[config.mk]
export PLATFORM = sky130hd
export DESIGN_NAME = eetws_slave
export DESIGN_NICKNAME = d
export VERILOG_FILES = /design/src/pkg/eetws_pkg.sv /design/src/hw/eetws_slave.sv
export SDC_FILE = /design/constraint.sdc
export NUM_CORES = 1
export LEC_CHECK = 0
export ABC_AREA = 1
export BUFFER_PORTS_ARGS = -buffer_cell sky130_fd_sc_hd__buf_2
export CORE_MARGIN = 1
export CORE_UTILIZATION = 60
export CTS_CLUSTER_DIAMETER = 30
export DETAILED_ROUTE_END_ITERATION = 10
export PLACE_DENSITY_LB_ADDON = 0.3
export SYNTH_ARGS = -nofsm -noshare
export SYNTH_HDL_FRONTEND = slang
export SYNTH_SLANG_ARGS = --single-unit
[constraint.sdc]
create_clock -name REF_CLK -period 1.7 [get_ports REF_CLK]
set_input_delay 0.17 -clock REF_CLK [delete_from_list [all_inputs] [get_ports REF_CLK]]
set_output_delay 0.17 -clock REF_CLK [all_outputs]
set_load 0.05 [all_outputs]
[src/pkg/eetws_pkg.sv]
/*
  Constants for the two-wire EEPROM slave front end: slave address fields,
  glitch filter lengths and write cycle timing.
  Assumes a 200 MHz reference clock.
*/
package eetws_pkg;

  // ----------------------------------------------------------------------
  // Clock
  // ----------------------------------------------------------------------
  localparam int REF_CLK_MHZ        = 200;

  // ----------------------------------------------------------------------
  // Slave address layout
  // ----------------------------------------------------------------------
  localparam int TYPE_MSB           = 7;
  localparam int TYPE_LSB           = 4;
  localparam int BLOCK_MSB          = 3;
  localparam int BLOCK_LSB          = 1;
  localparam int RW_BIT             = 0;
  localparam logic [3:0] DEV_TYPE   = 4'h6;  // Arbitrary type code
  localparam logic RW_READ          = 1'h1;

  // ----------------------------------------------------------------------
  // Input filter, pulses shorter than this are ignored
  // ----------------------------------------------------------------------
  localparam int FILT_STD_NS        = 100;
  localparam int FILT_FAST_NS       = 50;
  localparam int FILT_STD_CYC       = (FILT_STD_NS * REF_CLK_MHZ + 999) / 1000;
  localparam int FILT_FAST_CYC      = (FILT_FAST_NS * REF_CLK_MHZ + 999) / 1000;

  // ----------------------------------------------------------------------
  // Write cycle time, longest allowed
  // ----------------------------------------------------------------------
  localparam int TWR_STD_MS         = 10;
  localparam int TWR_LOWV_MS        = 15;
  localparam int TWR_STD_CYC        = TWR_STD_MS * REF_CLK_MHZ * 1000;
  localparam int TWR_LOWV_CYC       = TWR_LOWV_MS * REF_CLK_MHZ * 1000;

endpackage

[src/hw/eetws_slave.sv]
/*
  Two-wire bus slave front end of an 8 Kbit serial EEPROM.
  Assumes open-drain bus lines with external pull-ups; SCL and SDA are
  asynchronous and sampled on REF_CLK. The memory array sits outside and
  is reached through the user-side strobes.
*/
// Summary of operation
// - Internal write completes within 10 ms (15 ms low-voltage) after stop.
// - During write cycle the bus interface ignores even its own address.
// - During write cycle the data line is released high.
// - Glitches under 100 ns (standard) or 50 ns (fast) are ignored.
// - Device-select pin must match its slave address bit.
// - Receiver acknowledges each byte; withheld acknowledge ends transfer.
// - Slave receives and acks on write; master acks on read.
// - Slave address is four type bits, three block bits, one direction bit.
// - Direction bit one means read, zero means write.
// - Receiver drives data low on ninth clock, then releases it.
// - Array address byte picks one of 256 bytes in the page block.
// - Block bits without select pins choose an internal page block.
`timescale 1ns/1ps
module eetws_slave
  import eetws_pkg::*;
#(
  parameter int TWR_CYC   = TWR_STD_CYC,
  parameter int FILT_CYC  = FILT_STD_CYC
) (
  // Clock and reset
  input  wire logic        REF_CLK,
  input  wire logic        NRST,
  // Bus pins
  input  wire logic        SCL_IN,
  input  wire logic        SDA_IN,
  output logic             SDA_OUT,
  output logic             SDA_OE,
  input  wire logic        DEVICE_SELECT_PIN,
  // Memory side
  output logic [9:0]       MEM_ADDR,
  output logic [7:0]       MEM_WDATA,
  output logic             MEM_WR,
  output logic             MEM_RD,
  input  wire logic [7:0]  MEM_RDATA,
  output logic             WRITE_BUSY
);

  typedef enum logic [2:0] {
    EETWS_IDLE = 3'h0, EETWS_ADDR = 3'h1, EETWS_WORD = 3'h3,
    EETWS_WDATA = 3'h2, EETWS_RDATA = 3'h6, EETWS_BUSY = 3'h7
  } eetws_state_e;

  // ----------------------------------------------------------------------
  // Synchronise pins, filter SCL and SDA
  // ----------------------------------------------------------------------
  logic [1:0] scl_sync_reg, sda_sync_reg, sel_sync_reg;
  logic       scl_reg, sda_reg, scl_prev_reg, sda_prev_reg;
  logic [7:0] scl_cnt_reg, sda_cnt_reg;

  always_ff @(posedge REF_CLK) begin
    if (!NRST) begin
      scl_sync_reg <= 2'h3;
      sda_sync_reg <= 2'h3;
      sel_sync_reg <= 2'h0;
    end else begin
      scl_sync_reg <= {scl_sync_reg[0], SCL_IN};
      sda_sync_reg <= {sda_sync_reg[0], SDA_IN};
      sel_sync_reg <= {sel_sync_reg[0], DEVICE_SELECT_PIN};
    end
  end

  // A level is accepted only after it has held for the filter time
  always_ff @(posedge REF_CLK) begin
    if (!NRST) begin
      scl_reg     <= 1'h1;
      sda_reg     <= 1'h1;
      scl_cnt_reg <= 8'h00;
      sda_cnt_reg <= 8'h00;
    end else begin
      if (scl_sync_reg[1] == scl_reg) scl_cnt_reg <= 8'h00;
      else if (scl_cnt_reg >= 8'(FILT_CYC - 1)) begin
        scl_reg     <= scl_sync_reg[1];
        scl_cnt_reg <= 8'h00;
      end else scl_cnt_reg <= scl_cnt_reg + 8'h01;
      if (sda_sync_reg[1] == sda_reg) sda_cnt_reg <= 8'h00;
      else if (sda_cnt_reg >= 8'(FILT_CYC - 1)) begin
        sda_reg     <= sda_sync_reg[1];
        sda_cnt_reg <= 8'h00;
      end else sda_cnt_reg <= sda_cnt_reg + 8'h01;
    end
  end

  always_ff @(posedge REF_CLK) begin
    if (!NRST) begin
      scl_prev_reg <= 1'h1;
      sda_prev_reg <= 1'h1;
    end else begin
      scl_prev_reg <= scl_reg;
      sda_prev_reg <= sda_reg;
    end
  end

  logic scl_rise, scl_fall, start_det, stop_det;
  assign scl_rise  = scl_reg && !scl_prev_reg;
  assign scl_fall  = !scl_reg && scl_prev_reg;
  assign start_det = scl_reg && scl_prev_reg && sda_prev_reg && !sda_reg;
  assign stop_det  = scl_reg && scl_prev_reg && !sda_prev_reg && sda_reg;

  // ----------------------------------------------------------------------
  // Protocol engine
  // ----------------------------------------------------------------------
  eetws_state_e state_reg;
  logic [3:0]   bit_cnt_reg;
  logic [7:0]   shift_reg;
  logic [1:0]   block_reg;
  logic [7:0]   word_reg;
  logic         ack_reg, sent_ack_reg, pend_wr_reg, mack_ok_reg, rd_req_reg;
  logic [31:0]  twr_cnt_reg;
  logic         addr_hit;

  // Top block bit is compared with the pin, the two lower ones pick a block
  assign addr_hit = shift_reg[TYPE_MSB:TYPE_LSB] == DEV_TYPE
                 && shift_reg[BLOCK_MSB] == sel_sync_reg[1];

  always_ff @(posedge REF_CLK) begin
    if (!NRST) begin
      state_reg    <= EETWS_IDLE;
      bit_cnt_reg  <= 4'h0;
      shift_reg    <= 8'h00;
      block_reg    <= 2'h0;
      word_reg     <= 8'h00;
      ack_reg      <= 1'h0;
      sent_ack_reg <= 1'h0;
      pend_wr_reg  <= 1'h0;
      mack_ok_reg  <= 1'h0;
      twr_cnt_reg  <= 32'h0;
      MEM_WR       <= 1'h0;
      rd_req_reg   <= 1'h0;
      MEM_WDATA    <= 8'h00;
    end else begin
      MEM_WR <= 1'h0;
      rd_req_reg <= 1'h0;
      if (state_reg == EETWS_BUSY) begin
        // Bus events are ignored entirely here
        if (twr_cnt_reg >= 32'(TWR_CYC - 1)) begin
          state_reg <= EETWS_IDLE;
          twr_cnt_reg <= 32'h0;
        end else twr_cnt_reg <= twr_cnt_reg + 32'h1;
      end else if (start_det) begin
        state_reg   <= EETWS_ADDR;
        bit_cnt_reg <= 4'hF;  // The clock fall that closes the start is no bit
        ack_reg     <= 1'h0;
        if (pend_wr_reg) pend_wr_reg <= 1'h0;
      end else if (stop_det) begin
        ack_reg     <= 1'h0;
        state_reg   <= pend_wr_reg ? EETWS_BUSY : EETWS_IDLE;
        pend_wr_reg <= 1'h0;
        twr_cnt_reg <= 32'h0;
      end else if (state_reg != EETWS_IDLE && scl_rise) begin
        if (bit_cnt_reg < 4'h8) shift_reg <= {shift_reg[6:0], sda_reg};
        else mack_ok_reg <= !sda_reg;  // master ack on ninth clock
      end else if (state_reg != EETWS_IDLE && scl_fall) begin
        if (bit_cnt_reg == 4'h7) begin
          bit_cnt_reg <= 4'h8;
          case (state_reg)
            EETWS_ADDR: begin
              if (addr_hit) begin
                ack_reg   <= shift_reg[RW_BIT] != RW_READ;
                block_reg <= shift_reg[BLOCK_LSB+1:BLOCK_LSB];
                // Read direction acks the address too
                if (shift_reg[RW_BIT] == RW_READ) begin
                  ack_reg <= 1'h1;
                end
              end else state_reg <= EETWS_IDLE;
            end
            EETWS_WORD: begin
              word_reg <= shift_reg;
              ack_reg  <= 1'h1;
            end
            EETWS_WDATA: begin
              MEM_WDATA   <= shift_reg;
              MEM_WR      <= 1'h1;
              pend_wr_reg <= 1'h1;
              ack_reg     <= 1'h1;
            end
            default: ack_reg <= 1'h0;  // Read byte: master acks
          endcase
        end else if (bit_cnt_reg == 4'h8) begin
          ack_reg      <= 1'h0;
          bit_cnt_reg  <= 4'h0;
          sent_ack_reg <= ack_reg;
          case (state_reg)
            EETWS_ADDR: begin
              if (shift_reg[RW_BIT] == RW_READ) begin
                state_reg <= EETWS_RDATA;
                rd_req_reg <= 1'h1;
              end else state_reg <= EETWS_WORD;
            end
            EETWS_WORD:  state_reg <= EETWS_WDATA;
            EETWS_WDATA: word_reg <= word_reg + 8'h01;
            EETWS_RDATA: begin
              if (mack_ok_reg) begin
                word_reg <= word_reg + 8'h01;
                rd_req_reg <= 1'h1;
              end else state_reg <= EETWS_IDLE;
            end
            default: state_reg <= EETWS_IDLE;
          endcase
        end else bit_cnt_reg <= bit_cnt_reg + 4'h1;
      end
    end
  end

  // ----------------------------------------------------------------------
  // Outputs, open drain: drive low only
  // ----------------------------------------------------------------------
  logic       rd_bit, rd_load_reg;
  logic [7:0] rd_byte_reg;
  assign rd_bit = rd_byte_reg[3'(4'h7 - bit_cnt_reg[2:0])];

  always_ff @(posedge REF_CLK) begin
    if (!NRST) begin
      rd_load_reg <= 1'h0;
      rd_byte_reg <= 8'h00;
    end else begin
      rd_load_reg <= MEM_RD;  // Array answers a cycle after the strobe
      if (rd_load_reg) rd_byte_reg <= MEM_RDATA;
    end
  end

  always_ff @(posedge REF_CLK) begin
    if (!NRST) begin
      SDA_OE     <= 1'h0;
      SDA_OUT    <= 1'h0;
      MEM_ADDR   <= 10'h000;
      MEM_RD     <= 1'h0;
      WRITE_BUSY <= 1'h0;
    end else begin
      SDA_OUT    <= 1'h0;
      MEM_ADDR   <= {block_reg, word_reg};
      WRITE_BUSY <= state_reg == EETWS_BUSY;
      MEM_RD     <= rd_req_reg;
      if (state_reg == EETWS_BUSY || state_reg == EETWS_IDLE)
        SDA_OE <= 1'h0;
      else if (bit_cnt_reg == 4'h8)
        SDA_OE <= ack_reg;
      else if (state_reg == EETWS_RDATA && !rd_req_reg && !MEM_RD && !rd_load_reg)
        SDA_OE <= !rd_bit;
      else SDA_OE <= 1'h0;
    end
  end
endmodule

==> results.yml <==
setup_path:
  max_stage_delay_ps: 340
  crit_slowest_cell: "dfxtp_2"
  startpoint_type: "flop"
  critPathRequiredTime_ps: 2120
  crit_path_max_fanout: 8
  worstPathArrival_ps: 2070
  crit_start: "state_reg[2]"
  end_kind: "flop"
  rr_endpoint: "bit_cnt_reg[1]"
  r2r_cells: 8
  path_class: "flop to flop"
  cp_common_cell: "inv_2"
  crit_chain: "inv_2, nor2_4, inv_2, nand2_4, buf_4, a21oi_4, o21ai_0, a31oi_1"
  reg2reg_from: "state_reg[2]"
  rrSetupSlack_ps: 50
cts:
  cts-htree-levels: 4
  root_buffer: "clkbuf_8"
  cts_tree: "built"
  clk_pin_slew_worst_paths_ps: 60
  clockBufferDepth: 2
  clock-sinks: 118
  cts_buffers: 17
  clkLatencyLatePin_ps: 520
power:
  ir_worst_vdd_mv: 0.917
  p_sw_uw: 1480
  power_frac_seq: 0.420
  power.share.switching: 0.220
  clkPwrFrac: 0.542
  power.internal_uw: 5250
  p_leak_uw: 0.00276
  p_comb_frac: 0.038
  p_per_area_nw_per_um2: 1060
grt:
  use_met3: 0.0741
  grt_busiest_layer: "met2"
  antenna_found_initial: 0
  grt_use_met1: 0.350
  gr-total-overflow: 0
  grt_pass1_wl_mm: 20.1
  grt_usage: 0.292
  grt_max_degree: 60
  met2_usage: 0.486
  grt_pass1_vias: 4513
min_path:
  min_path_cells: 3
  holdCritStartpoint: "NRST"
  hold_path_class: "input port to flop"
  worstHoldEndpoint: "twr_cnt_reg[4]"
yosys:
  yosys.area_share.simple: 0.273
  syn_inst: 682
  synth_edf_count: 0
  synth_commonest_cells: "128 x nand2_1, 118 x dfxtp_1, 83 x nor2_1"
  synth.area.mux_share: 0
  syn_area_sq_um: 5120
  ys.warnings.count: 0
  ys_types: 44
  synth-main-ff-cell: "dfxtp_1"
  synthAdderAreaFrac: 0.0122
  ys_ff_latch: 118
  yosys-top-cells-area: "dfxtp_1 46%, nand2_1 9.4%, nor2_1 6.1%"
  synth_compound_area_frac: 0.135
  synthDominantCellAreaShare: 0.461
  avgSynthCellArea_sq_um: 7.51
  synth-xor-area-share: 0.0359
  yosys.area.top_type: "dfxtp_1"
  yosysSeqAreaShare: 0.461
  async_flop_share: 0
  synth_most_common_cell: "nand2_1"
  synth_top_family_by_area: "simple AND/OR/NAND/NOR gates"
floorplanning:
  io_pins: 36
  row_count: 33
  start_util: 0.620
  coreArea_sq_um: 8260
  die_h_um: 94.4
  die_x_um: 94.4
  dieArea_sq_um: 8910
sta:
  setup_viol: 0
  clock_skew_ps: 10.4
  finalCriticalPeriod_ps: 1650
  tightest_slew_ps: 537
  worst_slack_ps: 54.3
  post-route-period-util: 0.968
  slew_headroom: 0.642
  final-max-slew-violation-count: 0
  setup-tns-final_ps: 0
  hold_violations: 0
  timing.hold.ws_ps: 3.30
  max_freq_ghz: 0.608
route:
  wl_per_cell_um: 14.3
  drc_errors: 0
  first_pass_iters: 6
  via_per_inst: 5.58
  wl_mm: 12.5
  vias: 4870
  final_antenna_net_count: 0
  drtIter0Drc: 600
placed_design:
  place_hpwl_mm: 7.45
  dpl-instance-area_sq_um: 5470
  place.port_buffers: 34
  post-place-ws_ps: -46.1
  gp_congestion: 0.963
layout:
  final_nets: 773
  multi_input_area_sq_um: 2440
  stdcell_area_sq_um: 6360
  drive_gt1_frac: 0.206
  diodes: 0
  fillers: 562
  flow.area_growth_from_synthesis_pct: 24.1
  seq_area_sq_um: 2380
  final_util: 0.770
  largest_reg_flops: 32
run_status:
  status: "finished clean"
run:
  cap_violations: 0
what timing repair did:
action | CTS | global route
endpoints found under the hold margin | 11 | 0
resized for setup | 7 | 26
pin swaps | 0 | 6
gates cloned | 0 | 0
setup endpoints to repair | 6 | 32
setup buffers | 0 | 11
hold buffers | 11 | 0
final cells by class:
class | count | area share
Clock inverter | 10 | 0.0228
Tap cell | 105 | 0.0207
Multi-Input combinational cell | 469 | 0.384
Inverter | 78 | 0.0472
Clock buffer | 22 | 0.0728
Timing Repair Buffer | 71 | 0.0787
Sequential cell | 118 | 0.374
layout by cell type (no fill, tap or decap), types with 10 or more instances in the layout:
cell	n
nand3_1	27
buf_2	34
inv_2	12
dfxtp_1	108
nand2_1	123
clkbuf_16	16
nor2_1	81
nor3_1	22
a21oi_1	55
inv_1	63
o21ai_0	48
buf_4	24
nand4_1	10
xor2_1	18
dlygate4sd3_1	11
critical path: cells and delay by family, from the launching register on:
| kind | cells | cell delay (ps) |
|---|---|---|
| flip-flops | 1 | 340 |
| AO/OA/AOI/OAI | 3 | 590 |
| buffers and inverters | 3 | 440 |
| AND/OR/NAND/NOR | 2 | 170 |
stage by stage:
step                total power [uW]  instances
finish                          6730        873
global route                    6910        873
CTS                             6720        863
detailed placement              3090        820
global placement                3090        820
floorplan                       3030        688
power by group through the flow:
stage | registers, uW | logic, uW | clock network (uW)
finish | 2830 | 259 | 3650
floorplan | 2880 | 152 | 0
global placement | 2880 | 207 | 0
CTS | 2820 | 237 | 3670
global route | 2830 | 283 | 3800
detailed placement | 2880 | 212 | 0
cells by family after synthesis:
family,after synthesis
and+or+nand+nor,307
buffers and inverters,101
other,1
adders and majority gates,5
xor gates and xnor gates,21
AOI/OAI and AO/OA,129
DFF,118
worst max path at each step:
stage	end	cells past startpoint	slack, ps
2_1_floorplan	word_reg[7]	11	120
3_3_place_gp	twr_cnt_reg[19]	12	90
3_5_place_dp	twr_cnt_reg[19]	12	-50
4_1_cts	twr_cnt_reg[19]	12	30
5_1_grt	twr_cnt_reg[6]	10	-30
6_report	bit_cnt_reg[1]	8	50
metal layers:
| layer | up-vias | wire length [um] |
|---|---|---|
| met4 | 0 | 384 |
| met3 | 52 | 789 |
| met2 | 229 | 6170 |
| li1 | 2345 | - |
| met5 | - | 0 |
| met1 | 2244 | 5140 |
Power figures use the tool's default switching activity.
